<file path="config.mk">
export PLATFORM = sky130hd
export DESIGN_NAME = rxcaf_top
export DESIGN_NICKNAME = d
export VERILOG_FILES = /design/src/core/rxcaf_pkg.sv /design/src/core/rxcaf_top.sv /design/src/core/rxcaf_size_decode.sv
export SDC_FILE = /design/constraint.sdc
export NUM_CORES = 1
export LEC_CHECK = 0
export BUFFER_PORTS_ARGS = -buffer_cell sky130_fd_sc_hd__buf_4
export CORE_ASPECT_RATIO = 0.6
export CORE_UTILIZATION = 25
export CTS_BUF_LIST = sky130_fd_sc_hd__clkbuf_8
export DETAILED_ROUTE_END_ITERATION = 10
export PLACE_DENSITY_LB_ADDON = 0.15
export SLEW_MARGIN = 20
export SYNTH_ARGS = -nofsm -noshare
export SYNTH_HDL_FRONTEND = slang
export SYNTH_HIERARCHICAL = 1
export SYNTH_SLANG_ARGS = --single-unit
export TNS_END_PERCENT = 100
</file>
<file path="constraint.sdc">
create_clock -name pclk -period 5.94 [get_ports pclk]
set_clock_uncertainty 0.1 [all_clocks]
set_input_delay 1.485 -clock pclk [delete_from_list [all_inputs] [get_ports pclk]]
set_output_delay 1.485 -clock pclk [all_outputs]
set_load 0.005 [all_outputs]
</file>
<file path="src/core/rxcaf_pkg.sv">
// Behaviour
// - Tx burst code caps burst 16..1024, 7 unlimited
// - Multi early select: every packet raises early irq; the code raises it only while early_mode is high
// - Short-frame CRC set: CRC above 8 bytes
// - Short-frame CRC clear: CRC above 64; resets zero
// - Rx DMA starts at threshold or whole packet
// - Rx threshold codes 2-6 map 64..1024, 7 whole
// - Rx burst codes 2-6 cap 64..1024, 7 unlimited
// - Read-only bit shows attached EEPROM type
// - Accept error bit accepts or rejects errored packets
// - Accept runt takes 8 to 63 byte packets
// - Broadcast bit accepts or rejects broadcasts
// - Multicast bit accepts or rejects multicasts
// - Station match bit accepts own address packets
// - Promiscuous bit accepts any destination address
package rxcaf_pkg;

	// ----------------------------------------
	// Register map
	// ----------------------------------------
	localparam logic [7:0] RXCAF_OFF_RX_CFG = 8'h44; // Receive configuration
	localparam logic [7:0] RXCAF_OFF_TX_CFG = 8'h40; // Transmit configuration
	localparam logic [7:0] RXCAF_OFF_CMD = 8'h48; // Command (tx enable)
	localparam logic [7:0] RXCAF_OFF_IRQ_STAT = 8'h4c; // Sticky event status
	localparam logic [7:0] RXCAF_OFF_IRQ_MASK = 8'h50; // Interrupt mask

	// ----------------------------------------
	// Field layout
	// ----------------------------------------
	localparam int RXCAF_BIT_ALL = 0;
	localparam int RXCAF_BIT_STATION = 1;
	localparam int RXCAF_BIT_MCAST = 2;
	localparam int RXCAF_BIT_BCAST = 3;
	localparam int RXCAF_BIT_RUNT = 4;
	localparam int RXCAF_BIT_ERR = 5;
	localparam int RXCAF_BIT_EETYPE = 6;
	localparam int RXCAF_BIT_CRC8 = 16;
	localparam int RXCAF_BIT_MULTI = 24;
	localparam int RXCAF_BIT_TXEN = 2;
	localparam logic [31:0] RXCAF_RX_CFG_WMASK = 32'h0101_e73f; // Writable bits
	localparam logic [31:0] RXCAF_TX_CFG_WMASK = 32'h0000_0700;
	localparam logic [31:0] RXCAF_RX_CFG_RESET = 32'h0000_0000;
	localparam logic [31:0] RXCAF_TX_CFG_RESET = 32'h0000_0000;
	localparam logic [11:0] RXCAF_TX_BURST_RESET = 12'h010; // Cap of tx code zero

	// ----------------------------------------
	// Sizes in bytes
	// ----------------------------------------
	localparam logic [11:0] RXCAF_MIN_RUNT = 12'h008; // Least runt length
	localparam logic [11:0] RXCAF_MIN_FRAME = 12'h040; // Least normal length
	localparam logic [11:0] RXCAF_UNLIMITED = 12'h000; // Zero marks no cap
	localparam int RXCAF_NEV = 4; // Number of events

	// Event bit numbers
	localparam int RXCAF_EV_ACCEPT = 0;
	localparam int RXCAF_EV_REJECT = 1;
	localparam int RXCAF_EV_EARLY = 2;
	localparam int RXCAF_EV_DMA = 3;

	// Frame descriptor from the receive MAC
	typedef struct packed {
		logic [11:0] len; // Length in bytes
		logic bcast; // Broadcast destination
		logic mcast; // Multicast destination
		logic station; // Own address matched
		logic crc_err; // CRC error
		logic align_err; // Alignment error
		logic collided; // Collided fragment
	} rxcaf_frame_t;

	// Decision presented to the receive path
	typedef struct packed {
		logic accept; // Frame kept
		logic crc_check; // CRC computed for it
		logic early_irq; // Early interrupt raised
	} rxcaf_verdict_t;

	// Packet progress state
	typedef enum logic [1:0] {
		RXCAF_IDLE,
		RXCAF_RECV,
		RXCAF_MOVE
	} rxcaf_state_t;

endpackage

</file>
<file path="src/core/rxcaf_top.sv">
`timescale 1ns/1ps
`default_nettype none
// Receive configuration, acceptance filter and DMA start logic
module rxcaf_top
	import rxcaf_pkg::*;
(
	input wire logic pclk,
	input wire logic presetn,
	input wire logic psel,
	input wire logic penable,
	input wire logic pwrite,
	input wire logic [7:0] paddr,
	input wire logic [31:0] pwdata,
	input wire logic [3:0] pstrb,
	output logic [31:0] prdata,
	output logic pready,
	output logic pslverr,
	input wire logic eeprom_type, // Strap: 1 larger EEPROM
	input wire logic early_mode, // Early receive mode active
	input wire logic frame_start, // Pulse: new frame begins
	input wire logic byte_valid, // Pulse: one byte into FIFO
	input wire logic frame_end, // Pulse: frame complete, desc valid
	input wire rxcaf_frame_t frame, // Frame descriptor
	output rxcaf_verdict_t verdict, // Decision, valid with verdict_valid
	output logic verdict_valid,
	output logic dma_start, // Pulse: begin move to host
	output logic [11:0] rx_burst_bytes, // Rx burst cap, zero unlimited
	output logic [11:0] tx_burst_bytes, // Tx burst cap, zero unlimited
	output logic irq
);

	// ----------------------------------------
	// State
	// ----------------------------------------
	typedef struct packed {
		logic [31:0] rx_cfg; // Receive configuration
		logic [31:0] tx_cfg; // Transmit configuration
		logic tx_en; // Transmitter enable bit
		logic eetype; // Captured EEPROM type
		logic [RXCAF_NEV-1:0] stat; // Sticky events
		logic [RXCAF_NEV-1:0] mask; // Event mask
		rxcaf_state_t st; // Packet progress
		logic [11:0] count; // Bytes of current packet
		logic [31:0] prdata;
		logic pready;
		logic pslverr;
		rxcaf_verdict_t verdict;
		logic verdict_valid;
		logic dma_start;
		logic [11:0] rx_burst;
		logic [11:0] tx_burst;
		logic irq;
	} rxcaf_regs_t;

	rxcaf_regs_t r; // Current state
	rxcaf_regs_t next_r; // Next state

	logic [11:0] thresh_bytes; // Threshold in bytes, zero whole packet
	logic thresh_rsvd; // Threshold code reserved
	logic [11:0] rx_burst_dec; // Decoded rx burst
	logic rx_burst_rsvd; // Rx burst code reserved
	logic [11:0] tx_burst_dec; // Decoded tx burst

	// ----------------------------------------
	// Code decoders
	// ----------------------------------------
	// Threshold code: 2..6 give 64..1024, 7 whole packet
	rxcaf_size_decode #(.BASE_SHIFT(4)) u_thresh (
		.code(r.rx_cfg[15:13]),
		.reserved_low(1'b1),
		.bytes(thresh_bytes),
		.reserved(thresh_rsvd)
	);

	// Rx burst code 2..6 doubles from 64, 7 unlimited
	rxcaf_size_decode #(.BASE_SHIFT(4)) u_rxb (
		.code(r.rx_cfg[10:8]),
		.reserved_low(1'b1),
		.bytes(rx_burst_dec),
		.reserved(rx_burst_rsvd)
	);

	// Tx burst code 0..6 gives 16..1024, 7 unlimited
	rxcaf_size_decode #(.BASE_SHIFT(4)) u_txb (
		.code(r.tx_cfg[10:8]),
		.reserved_low(1'b0),
		.bytes(tx_burst_dec),
		.reserved()
	);

	// ----------------------------------------
	// Next state
	// ----------------------------------------
	always_comb begin
		logic wr; // Write access phase
		logic rd; // Read access phase
		logic [31:0] wbits; // Byte-lane write enables
		logic addr_ok; // Mapped address
		logic dest_ok; // Destination filters passed
		logic err_ok; // Error filter passed
		logic len_ok; // Length filter passed
		logic is_err; // Frame carries an error
		logic crc_short; // CRC above 8 bytes
		logic reached; // Threshold reached
		logic [RXCAF_NEV-1:0] ev; // Events this cycle
		// Every local gets a value first, so no path leaves a latch
		wr = 1'b0;
		rd = 1'b0;
		wbits = 32'h0000_0000;
		addr_ok = 1'b0;
		dest_ok = 1'b0;
		err_ok = 1'b0;
		len_ok = 1'b0;
		is_err = 1'b0;
		crc_short = 1'b0;
		reached = 1'b0;
		ev = '0;
		// Hold everything unless a branch below moves it
		next_r = r;
		wr = psel && penable && pwrite;
		rd = psel && penable && !pwrite;
		for (int i = 0; i < 32; i++) begin
			wbits[i] = pstrb[i / 8];
		end
		addr_ok = (paddr == RXCAF_OFF_RX_CFG) || (paddr == RXCAF_OFF_TX_CFG) ||
			(paddr == RXCAF_OFF_CMD) || (paddr == RXCAF_OFF_IRQ_STAT) ||
			(paddr == RXCAF_OFF_IRQ_MASK);
		ev = '0;
		next_r.eetype = eeprom_type; // Strap sampled every cycle
		next_r.verdict_valid = 1'b0;
		next_r.dma_start = 1'b0;

		// Single-cycle answer: pready high in every access phase
		next_r.pready = psel && !penable;
		next_r.pslverr = psel && !penable && !addr_ok;

		// Register writes
		if (wr && r.pready && !r.pslverr) begin
			unique case (paddr)
				RXCAF_OFF_RX_CFG: begin
					// Only writable bits change, reserved stay zero
					next_r.rx_cfg = (r.rx_cfg & ~(wbits & RXCAF_RX_CFG_WMASK)) |
						(pwdata & wbits & RXCAF_RX_CFG_WMASK);
				end
				RXCAF_OFF_TX_CFG: begin
					// Writes take effect only with transmitter enabled
					if (r.tx_en) begin
						next_r.tx_cfg = (r.tx_cfg & ~(wbits & RXCAF_TX_CFG_WMASK)) |
							(pwdata & wbits & RXCAF_TX_CFG_WMASK);
					end
				end
				RXCAF_OFF_CMD: begin
					if (pstrb[0]) begin
						next_r.tx_en = pwdata[RXCAF_BIT_TXEN];
					end
				end
				RXCAF_OFF_IRQ_MASK: begin
					if (pstrb[0]) begin
						next_r.mask = pwdata[RXCAF_NEV-1:0];
					end
				end
				default: begin
					// Status handled below with write-one-to-clear
				end
			endcase
		end

		// Register reads
		next_r.prdata = 32'h0000_0000;
		if (psel && !penable && !pwrite && addr_ok) begin
			unique case (paddr)
				RXCAF_OFF_RX_CFG: begin
					next_r.prdata = r.rx_cfg & RXCAF_RX_CFG_WMASK;
					next_r.prdata[RXCAF_BIT_EETYPE] = r.eetype;
				end
				RXCAF_OFF_TX_CFG: next_r.prdata = r.tx_cfg;
				RXCAF_OFF_CMD: next_r.prdata[RXCAF_BIT_TXEN] = r.tx_en;
				RXCAF_OFF_IRQ_STAT: next_r.prdata[RXCAF_NEV-1:0] = r.stat;
				RXCAF_OFF_IRQ_MASK: next_r.prdata[RXCAF_NEV-1:0] = r.mask;
				default: next_r.prdata = 32'h0000_0000;
			endcase
		end
		if (rd) begin
			next_r.prdata = r.prdata;
		end

		// ----- Acceptance filter -----
		is_err = frame.crc_err || frame.align_err || frame.collided;
		// Promiscuous, station, multicast, broadcast
		dest_ok = r.rx_cfg[RXCAF_BIT_ALL] ||
			(r.rx_cfg[RXCAF_BIT_STATION] && frame.station) ||
			(r.rx_cfg[RXCAF_BIT_MCAST] && frame.mcast && !frame.bcast) ||
			(r.rx_cfg[RXCAF_BIT_BCAST] && frame.bcast);
		err_ok = !is_err || r.rx_cfg[RXCAF_BIT_ERR];
		// Runts 8..63 bytes need the runt bit
		if (frame.len >= RXCAF_MIN_FRAME) begin
			len_ok = 1'b1;
		end else begin
			len_ok = r.rx_cfg[RXCAF_BIT_RUNT] && (frame.len >= RXCAF_MIN_RUNT);
		end
		// CRC limit: error/runt override, else short-frame bit
		crc_short = r.rx_cfg[RXCAF_BIT_ERR] || r.rx_cfg[RXCAF_BIT_RUNT] ||
			r.rx_cfg[RXCAF_BIT_CRC8];
		if (frame_end) begin
			next_r.verdict_valid = 1'b1;
			next_r.verdict.accept = dest_ok && err_ok && len_ok;
			if (crc_short) begin
				next_r.verdict.crc_check = frame.len > RXCAF_MIN_RUNT;
			end else begin
				next_r.verdict.crc_check = frame.len > RXCAF_MIN_FRAME;
			end
			// With the multi bit set, every packet raises early irq in early mode
			next_r.verdict.early_irq = r.rx_cfg[RXCAF_BIT_MULTI] && early_mode;
			ev[RXCAF_EV_ACCEPT] = dest_ok && err_ok && len_ok;
			ev[RXCAF_EV_REJECT] = !(dest_ok && err_ok && len_ok);
			ev[RXCAF_EV_EARLY] = r.rx_cfg[RXCAF_BIT_MULTI] && early_mode;
		end

		// ----- DMA start tracking -----
		reached = (thresh_bytes != RXCAF_UNLIMITED) && !thresh_rsvd &&
			(12'(r.count + 12'h001) >= thresh_bytes);
		unique case (r.st)
			RXCAF_IDLE: begin
				if (frame_start) begin
					next_r.st = RXCAF_RECV;
					next_r.count = 12'h000;
				end
			end
			RXCAF_RECV: begin
				if (byte_valid && r.count != 12'hfff) begin
					next_r.count = 12'(r.count + 12'h001);
				end
				// Start at threshold or whole packet
				if ((byte_valid && reached) || frame_end) begin
					next_r.dma_start = 1'b1;
					ev[RXCAF_EV_DMA] = 1'b1;
					next_r.st = frame_end ? RXCAF_IDLE : RXCAF_MOVE;
				end
			end
			RXCAF_MOVE: begin
				if (frame_end) begin
					next_r.st = RXCAF_IDLE;
				end
			end
			default: next_r.st = RXCAF_IDLE;
		endcase

		// ----- Interrupts: clear by one, set wins -----
		if (wr && r.pready && !r.pslverr && paddr == RXCAF_OFF_IRQ_STAT && pstrb[0]) begin
			next_r.stat = r.stat & ~pwdata[RXCAF_NEV-1:0];
		end
		next_r.stat = next_r.stat | ev;
		next_r.irq = |(next_r.stat & next_r.mask);

		// ----- Decoded caps -----
		next_r.rx_burst = rx_burst_rsvd ? RXCAF_UNLIMITED : rx_burst_dec;
		next_r.tx_burst = tx_burst_dec;
	end

	// ----------------------------------------
	// Registers
	// ----------------------------------------
	// Reset puts every field at its power-on value
	// Tx cap starts at the code-zero burst so it agrees with tx_cfg
	// Rx cap starts unlimited, as reserved code zero decodes
	always_ff @(posedge pclk or negedge presetn) begin
		if (!presetn) begin
			// Constants only in the reset branch
			r <= '0;
			r.rx_cfg <= RXCAF_RX_CFG_RESET; // Short-frame bit zero
			r.tx_cfg <= RXCAF_TX_CFG_RESET;
			r.st <= RXCAF_IDLE;
			r.tx_burst <= RXCAF_TX_BURST_RESET;
		end else begin
			// One copy of the whole state per edge
			r <= next_r;
		end
	end

	// ----------------------------------------
	// Outputs
	// ----------------------------------------
	// Each output is a state field, no logic after the flops
	assign prdata = r.prdata;
	assign pready = r.pready;
	assign pslverr = r.pslverr;
	assign verdict = r.verdict;
	assign verdict_valid = r.verdict_valid;
	assign dma_start = r.dma_start;
	assign rx_burst_bytes = r.rx_burst;
	assign tx_burst_bytes = r.tx_burst;
	assign irq = r.irq;

endmodule
`default_nettype wire

</file>
<file path="src/core/rxcaf_size_decode.sv">
`timescale 1ns/1ps
`default_nettype none
// Maps a three-bit size code to a byte count; zero means no limit
module rxcaf_size_decode
	import rxcaf_pkg::*;
#(
	parameter int BASE_SHIFT = 4
) (
	input wire logic [2:0] code,
	input wire logic reserved_low,
	output logic [11:0] bytes,
	output logic reserved
);

	// ----------------------------------------
	// Doubling table
	// ----------------------------------------
	always_comb begin
		reserved = reserved_low && (code < 3'h2);
		if (code == 3'h7) begin
			bytes = RXCAF_UNLIMITED;
		end else begin
			bytes = 12'(12'h001 << (BASE_SHIFT + int'(code)));
		end
	end

endmodule
`default_nettype wire

</file>
=== After elaboration in Yosys (flattened, before gate mapping) ===
Index checks and enable logic that the tools add are counted.

* Bits in read-only memories: 0
* Memories: 0
* Register bits: 152
* Bits of input ports: 72
* Word-level logic and storage cells: 138
* Output and inout port bits: 64
* Bits in latches: 0
* Memory bits (writable): 0

* Reduce and logical (&&, ||, !) cells: 53
* Magnitude comparators: 7
* $mul: 0
* Bitwise operators: 11
* Add/sub/neg operators: 4
* Shift operators: 3
* Div/mod/pow operators: 0
* Equality and inequality tests: 15
* Mux-type cells: 26

{| class="wikitable"
|+ Operators by type and width
! operator !! number
|-
| $shl A1 B32 Y12 const A || 3
|-
| $and A32 B32 Y32 || 2
|-
| $mux W12 || 5
|-
| $pmux W28 S2 || 1
|-
| $eq A8 B7 Y1 const B || 5
|-
| $mux W32 || 1
|-
| $not A11 Y32 || 1
|-
| $not A25 Y32 || 1
|-
| $or A32 B11 Y32 || 1
|-
| $or A32 B25 Y32 || 1
|-
| $and A25 B25 Y25 || 1
|-
| $pmux W12 S2 || 1
|-
| $logic_and A1 B1 Y1 || 23
|-
| $mux W4 || 4
|-
| $mux W14 || 1
|-
| $logic_or A1 B1 Y1 || 13
|-
| $add A12 B1 Y12 const B || 1
|-
| $add A3 B3 Y4 const A || 3
|-
| $ge A12 B12 Y1 || 1
|-
| $ge A12 B4 Y1 const B || 1
|-
| $ge A12 B7 Y1 const B || 1
|-
| $gt A12 B4 Y1 const B || 1
|-
| $gt A12 B7 Y1 const B || 1
|-
| $ne A12 B12 Y1 const B || 1
|-
| other kinds (22) || 45
|}

=== Longest topological paths before layout ===
Gate-level depths: netlist of run 1.

* Depth after elaboration: 13
* Depth in mapped cells: 12
* Depth with buffers taken out: 12

=== By module ===
Netlist of run 1, hierarchy kept.

{| class="wikitable"
|+ Modules (own cells, without submodules)
! module !! area each (µm²) !! cells an instance !! times used !! sequential area each (µm²)
|-
| rxcaf_top || 4,463.0 || 402 || 1 || 2,203.4
|-
| rxcaf_size_decode || 106.4 || 14 || 3 || 0.0
|}

=== Worst setup path before layout of run 1 ===
No wires, ideal clock.

* Kind: in2reg
* Start point: in paddr[5]
* End point: reg with a tool-made name
* Arrival time: 2,892 ps
* Buffers on the path: 0
* Library setup time: 125 ps
* Stages on the path: 6
* Required time: 5,715 ps
* Setup slack: 2,823 ps
* Cell sequence: or4_4 -> nor2_4 -> and2_4 -> and3b_2 -> nand2_4 -> mux2_4

{| class="wikitable"
|+ RTL lines
! item !! line !! RTL
|-
| from (decl) || rxcaf_top.sv:12 || <nowiki>input wire logic [7:0] paddr,</nowiki>
|}

==> results of run 1 <==
## final timing paths
kind / endpoint / cells past startpoint / startpoint
setup / recovery: irq / 11 / r[66]
hold / removal: prdata[6] / 1 / r[86]
setup reg to reg: irq / 11 / r[66]
hold reg to reg: prdata[6] / 1 / r[86]
max in group asynchronous: pready / 2 / presetn
min in group asynchronous: rx_burst_bytes[9] / 1 / presetn
## power by group
part	switching [mW]	internal [mW]
Sequential	0.0104	0.611
Clock	0.245	0.203
Combinational	0.0683	0.0562
## layout by cell type (no fill, tap or decap), drive strengths merged, types with 10 or more instances in the layout
cell type and n:
a22o 18, mux2 23, and3b 10, ha 13
a21oi 13, conb 34, inv 25, nor3b 12
o21ai 12, dfrtp 87, nand2 24, buf 104
nor2b 15, nor2 12
## worst register-to-register path: stages (launching register included)
cell and delay, ps:
dfrtp_1 450, and3_1 230, and3_1 240, and3_1 310
nand3_1 130, xnor2_1 220, ha_1 280, and4_1 240
a221oi_1 450, a31oi_1 230, o21ai_0 230, nand4_1 170
## cell type report
cell class / count / share of cell area
Clock buffer: 9 / 0.02216
Tap cell: 240 / 0.05373
Multi-Input combinational cell: 282 / 0.3609
Timing Repair Buffer: 104 / 0.1397
Inverter: 21 / 0.01410
Clock inverter: 7 / 0.01522
Sequential cell: 88 / 0.3942
## metrics by stage
stage | instance area, µm² | setup WS, ps | utilization | cells
final | 5589 | 2545 | 0.3038 | 751
after global routing | 5589 | 2257 | 0.3038 | 751
after CTS | 5589 | 2506 | 0.3038 | 751
after detailed placement | 5380 | 2429 | 0.2924 | 735
after global placement | 5380 | 2353 | 0.2924 | 735
after floorplan | 4883 | 2823 | - | 472
## per-layer routing
metal | global-route usage | share of wire
met1 | 0.1788 | 0.54
met2 | 0.1597 | 0.40
met3 | 0.03574 | 0.055
met4 | 0.02930 | 0.0080
met5 | 0 | 0
==> run summary, run 1 <==
Outcome: finished, final reports clean
Maximum clock rate: 0.2946 GHz
Die height: 109.0 µm
Diode count: 0
Tot GR Track Use: 0.1185
Port bufs: 100
CP arrival: 3530 ps
Rows: 38
Total CTS buffers: 9
Worst-path clk slew: 110 ps
Number of global-route vias before repair: 3127
FILL cells: 1908
CTS Root Buffer Type: clkbuf_8
R2R Setup Slk: 2550 ps
Yosys synthesis warning count: 6
Final wirelength: 11430 µm
Minimum clock period: 3395 ps
Crit Path Max Fanout: 6
Initial antenna violation count: 0
Die area: 19670 µm²
RSZ-0062 raised after global routing: no
Final nets: 591
Mapped Cells: 443
PD cells: 213.6 nW/µm²
Fin Setup TNS: 0 ps
CP peak stage delay: 450 ps
Endpoints failing hold: 0
Post-route ant nets: 0
Final setup viols: 0
Clock Path Buffers: 2
First-pass GRT wire length: 17550 µm
Via density per instance: 4.395
Setup CP Type: register to register
FF+latch area: 2203 µm²
Synth-to-Final Area Change: 17.06%
Crit path cell chain: and3_1 > and3_1 > and3_1 > nand3_1 > xnor2_1 > ha_1 > and4_1 > a221oi_1 > a31oi_1 > o21ai_0 > nand4_1
Hold-fix buffers, CTS: 0
Gr ovfl total: 0
Critical-path top delay cell: dfrtp_1
Placeable Area: 18400 µm²
Pins Over Slew Limit: 0
Wire per inst: 15.22 µm
Initial Util: 0.2595
Critical path's most frequent cell: and3_1
Layout cells sized above 1: 0.3288
Leak: 2.769 nW
CTS H-tree lvls: 3
Type of origin of the critical path: register
Post-synthesis instance area: 4775 µm²
Worst skew pair latency: 370 ps
Hold_ws: 370.1 ps
Resized cells post-CTS: 0
Pre-antenna DRT Iters: 4
# IOs: 136
Final cycle utilization of the critical path: 0.5715
CP endpoint kind: register
Clock Sinks: 88
Slew headroom: 0.2992
Drt first-iter violations: 162
DP Wirelength: 8604 µm
Avg Cell Area, Syn: 10.78 µm²
Worst Tran Pin Value: 1049 ps
Die W: 180.4 µm
Pin count of the biggest net entering global routing: 47
CTS tree: yes
Hold/Removal Path Class: register to register
Total power: 1.194 mW
Multi-input logic area: 2017 µm²
Post CTS Setup Buffer Count: 0
Residual DRC: 0
Vias: 3301
VDD IR max: 0.0001252 V
Critical path buffer and inverter count: 0
Crit path required time: 6080 ps
Maxcap violations: 0
CP top delay family: simple AND/OR/NAND/NOR gates
Final Wtd Congestion: 0.7753
Note: power is estimated with default switching activity, not from simulation.
==> inputs of run 2 (changes only) <==
- clock period: 5.94 -> 3.33 ns (I/O delays scaled with it)
==> run 2 against run 1 <==
Critical path depth increased by 1. Worst hold slack improved by 11 ps. Highest routed layer unchanged. Sequential cell count unchanged. Worst setup slack got worse by 2400 ps. Clock power increased by 71%. Non-clock buffer count increased by 4. Register-to-register slack got worse by 2400 ps. Sequential share of layout area decreased by 0.26 points.
==> run summary, run 2 (synthesis gave the netlist of run 1 again) <==
Outcome: finished, final reports clean
Die height: 109.0 µm
Crit Path Max Fanout: 5
Worst-path clk slew: 90 ps
Tot GR Track Use: 0.1198
Number of global-route vias before repair: 3110
Final nets: 595
DP Worst Slack: 114.6 ps
Via density per instance: 4.317
CP arrival: 3330 ps
Total CTS buffers: 9
Die W: 180.4 µm
Minimum clock period: 3155 ps
Clock Path Buffers: 2
Type of origin of the critical path: register
Worst skew pair latency: 370 ps
Drt first-iter violations: 212
Reg2reg end: r[76]
Layout cells sized above 1: 0.3398
Maximum clock rate: 0.3170 GHz
VDD IR max: 0.0001901 V
Critical path's most frequent cell: and3_1
Synth-to-Final Area Change: 17.85%
Hold/Removal Path Class: register to register
Fin cells: 755
Hold-fix buffers, CTS: 0
Hold path depth: 1
Rows: 38
First-pass GRT wire length: 17670 µm
Critical-path top delay cell: dfrtp_1
R2R Setup Slk: 180 ps
Placeable Area: 18400 µm²
Gr ovfl total: 0
Initial antenna violation count: 0
CP peak stage delay: 430 ps
Placed insts: 739
Final wirelength: 11590 µm
Endpoints failing hold: 0
Residual DRC: 0
Wire per inst: 15.35 µm
Crit path cell chain: and3_1 > and3_1 > and3_2 > and2_1 > xor2_1 > ha_1 > and4_1 > nor4b_2 > o31ai_1 > a21boi_1 > nor3_1 > o21ba_2
Pre-antenna DRT Iters: 5
Slew headroom: 0.4688
Total power: 2.105 mW
Clock Sinks: 88
Post-route ant nets: 0
Vias: 3259
Commonest non-fill, non-tap cell in the layout: buf_4
Worst R2R Start: r[67]
# IOs: 136
Worst Slack Setup Final: 175.1 ps
Die area: 19670 µm²
PD cells: 374.1 nW/µm²
Diode count: 0
Final setup viols: 0
Pins Over Slew Limit: 0
Port bufs: 100
CTS H-tree lvls: 3
Setup CP Type: register to register
R2R depth: 12
Leak: 2.800 nW
CTS Root Buffer Type: clkbuf_8
Worst setup endpoint: r[76]
Worst Tran Pin Value: 796.8 ps
Crit. Startpoint: r[67]
Final cycle utilization of the critical path: 0.9474
Crit path required time: 3500 ps
CP endpoint kind: register
Final Wtd Congestion: 0.7760
DP Wirelength: 8780 µm
Most frequent cells in the layout: buf_4 (108), dfrtp_1 (87), conb_1 (34)
Pin count of the biggest net entering global routing: 62
CTS tree: yes
Initial Util: 0.2595
Maxcap violations: 0
## run 2: changes by cell type in the layout (fill, tap and decap cells not counted), sizes merged
cell	change
buf	+4
clkinvlp	-2
clkinv	+4
inv	-2
## run 2: worst min-delay path by stage
stage	from	endpoint	slack [ps]
2_1_floorplan	r[86]	prdata[6]	340
3_3_place_gp	r[86]	prdata[6]	350
3_5_place_dp	r[86]	prdata[6]	370
4_1_cts	r[86]	prdata[6]	390
5_1_grt	r[86]	prdata[6]	410
6_report	r[86]	prdata[6]	380
## run 2: area by class of cell
| class | instances | area [µm²] |
|---|---|---|
| Sequential cell | 88 | 2203 |
| Timing Repair Buffer | 108 | 810.8 |
| Inverter | 21 | 78.83 |
| Clock buffer | 9 | 123.9 |
| Fill cell | 1926 | 12770 |
| Multi-Input combinational cell | 282 | 2037 |
| Tap cell | 240 | 300.3 |
| Clock inverter | 7 | 72.57 |
## run 2: timing repair
| item | in CTS | in global routing |
|---|---|---|
| gates resized for setup | 0 | 5 |
| buffers inserted | 0 | 0 |
| setup endpoints to repair | 0 | 4 |
## run 2: critical path, delay by kind of cell (launching register included)
kind / cells / cell delay (ps)
flip-flops: 1 / 430
adder cells (fa/ha/maj): 1 / 320
AND/OR/NAND/NOR: 7 / 1490
XOR/XNOR: 1 / 150
AO/OA/AOI/OAI: 3 / 580
## run 2: routing by layer
metal  track usage  vias to the layer above  share of wire  wire length [µm]
met5             0                        -              0                 0
met4       0.03114                        0         0.0075                87
met3       0.03574                        7          0.052               604
met2        0.1597                       93           0.39              4578
met1        0.1819                     1571           0.55              6322
li1              -                     1588              -                 -
## run 2: power by group
| group | switching, mW | total [mW] | leakage, nW | internal [mW] |
|---|---|---|---|---|
| clock network | 0.417 | 0.766 | 0.106 | 0.350 |
| logic | 0.125 | 0.231 | 1.51 | 0.106 |
| registers | 0.0174 | 1.11 | 1.18 | 1.09 |
| total | 0.559 | 2.10 | 2.80 | 1.55 |
## run 2: through the flow
step / hold slack, ps / cell area, µm² / TNS (ps) / utilization
after floorplan: 342.6 / 4883 / 0 / -
after global placement: 352.9 / 5410 / 0 / 0.2940
after detailed placement: 367.5 / 5410 / 0 / 0.2940
after CTS: 387.6 / 5607 / 0 / 0.3047
after global routing: 405.1 / 5627 / -52.34 / 0.3058
final: 381.3 / 5627 / 0 / 0.3058
==> inputs of run 3 (changes only) <==
- CORE_UTILIZATION: 25 -> 38
==> run 3 against run 2 <==
Critical path depth is the same. Sequential cell count is the same. Clock-buffer cell count grew 1. Non-clock buffer count shrank 1. Core utilization grew 15 points. Register-to-register slack gained 90 ps. First-iteration DRC count shrank 23%. Largest power group unchanged.
==> run summary, run 3 (synthesis gave the netlist of run 1 again) <==
VDD IR max: 0.0001683 V
Placeable Area: 12140 µm²
CP endpoint kind: register
Die height: 88.83 µm
Critical-path top delay cell: dfrtp_1
RSZ-0062 raised after global routing: no
Die W: 146.7 µm
Most frequent cells in the layout: buf_4 (106), dfrtp_1 (87), conb_1 (34)
Final Wtd Congestion: 0.8131
Residual DRC: 0
FILL cells: 1195
Diode count: 0
Critical path's most frequent cell: and3_1
Worst skew pair latency: 360 ps
CTS Root Buffer Type: clkbuf_8
Synth-to-Final Area Change: 15.78%
Clock Path Buffers: 2
Hold/Removal Path Class: input pin to async pin
Slew headroom: 0.4123
CTS H-tree lvls: 3
Initial Util: 0.3933
Via density per instance: 4.766
Final nets: 594
Worst Tran Pin Value: 878.3 ps
Clock Sinks: 88
Pre-antenna DRT Iters: 5
CP peak stage delay: 440 ps
Maximum clock rate: 0.3262 GHz
Initial antenna violation count: 0
Outcome: finished, final reports clean
Setup CP Type: register to register
PD cells: 380.4 nW/µm²
Pin count of the biggest net entering global routing: 53
Drt first-iter violations: 163
# IOs: 136
Die area: 13030 µm²
Post-route ant nets: 0
Wire per inst: 15.32 µm
Crit Path Max Fanout: 6
Worst-path clk slew: 100 ps
Vias: 3236
DP Worst Slack: 172.9 ps
Pins Over Slew Limit: 0
Type of origin of the critical path: register
Total CTS buffers: 9
Rows: 31
Final cycle utilization of the critical path: 0.9206
Commonest non-fill, non-tap cell in the layout: buf_4
Post CTS Setup Buffer Count: 0
Worst Slack Setup Final: 264.4 ps
Number of global-route vias before repair: 3155
Gr ovfl total: 0
CTS tree: yes
CP arrival: 3230 ps
Port bufs: 100
Crit path cell chain: and3_1 > and3_1 > and3_2 > and2_1 > xor2_1 > ha_1 > and4_1 > nor4b_1 > o31ai_1 > a21boi_1 > nor3_1 > o21ba_2
First-pass GRT wire length: 16720 µm
Tot GR Track Use: 0.1693
Fin Setup TNS: 0 ps
DP Wirelength: 7764 µm
Endpoints failing hold: 0
Layout cells sized above 1: 0.3346
Final wirelength: 10400 µm
Minimum clock period: 3066 ps
Hold-fix buffers, CTS: 0
Leak: 2.788 nW
Maxcap violations: 0
Crit path required time: 3490 ps
Final setup viols: 0
run 3: cell types whose count changed in the layout (fill, tap and decap cells not counted), sizes merged:
cell      delta
clkinvlp     +2
buf          -1
clkbuf       +1
clkinv       -2
inv          -1
run 3: stage by stage:
step                      power (mW)  instance area (µm²)    util  cells  hold slack [ps]
after floorplan                1.261                 4883       -    472            342.6
after global placement         1.350                 5321  0.4383    663            352.1
after detailed placement       1.353                 5321  0.4383    663            365.8
after CTS                      2.148                 5527  0.4552    679            329.7
after global routing           2.222                 5528  0.4553    679            328.2
final                          2.103                 5528  0.4553    679            316.2
run 3: path summary, 6_finish.rpt:
| check | from | to | slack, ps | cells past startpoint |
|---|---|---|---|---|
| max | r[66] | r[76] | 260 | 12 |
| min | presetn | verdict[1] | 320 | 1 |
| max reg2reg | r[66] | r[76] | 260 | 12 |
| min reg2reg | r[86] | prdata[6] | 380 | 1 |
| max in group asynchronous | presetn | tx_burst_bytes[4] | 2080 | 2 |
| min in group pclk | r[86] | prdata[6] | 380 | 1 |
run 3: repair_timing:
action                                 in CTS  in global routing
endpoints found under the hold margin       0                  0
resized for setup                           0                  2
setup endpoints to repair                   0                  4
run 3: cell type report:
type / instances / area, µm² / share of cell area
repair buffers: 107 / 815.8 / 0.1476
clock inverters: 6 / 67.56 / 0.01222
clock buffers: 10 / 137.6 / 0.02490
well taps: 165 / 206.4 / 0.03735
inverters: 21 / 78.83 / 0.01426
flip-flops and latches: 88 / 2203 / 0.3986
multi-input cells: 282 / 2018 / 0.3651
run 3: worst max-delay path, delay by kind of cell (launching register included):
family	cells	cell delay, ps
simple gates	7	1380
compound gates	3	630
flops	1	440
fa+ha+maj	1	290
xor+xnor	1	150
run 3: per-layer routing:
metal / wire length (µm) / track usage / vias up
met5: 0 / 0 / -
met4: 44 / 0.04261 / 0
met3: 759 / 0.05258 / 4
met2: 4242 / 0.2495 / 111
met1: 5357 / 0.2408 / 1537
li1: - / - / 1584
run 3: power by group:
part           internal [mW]  switching, mW  leakage [nW]
registers               1.09         0.0185          1.18
logic                  0.105          0.120          1.51
clock network          0.370          0.400        0.0989
total                   1.56          0.539          2.79
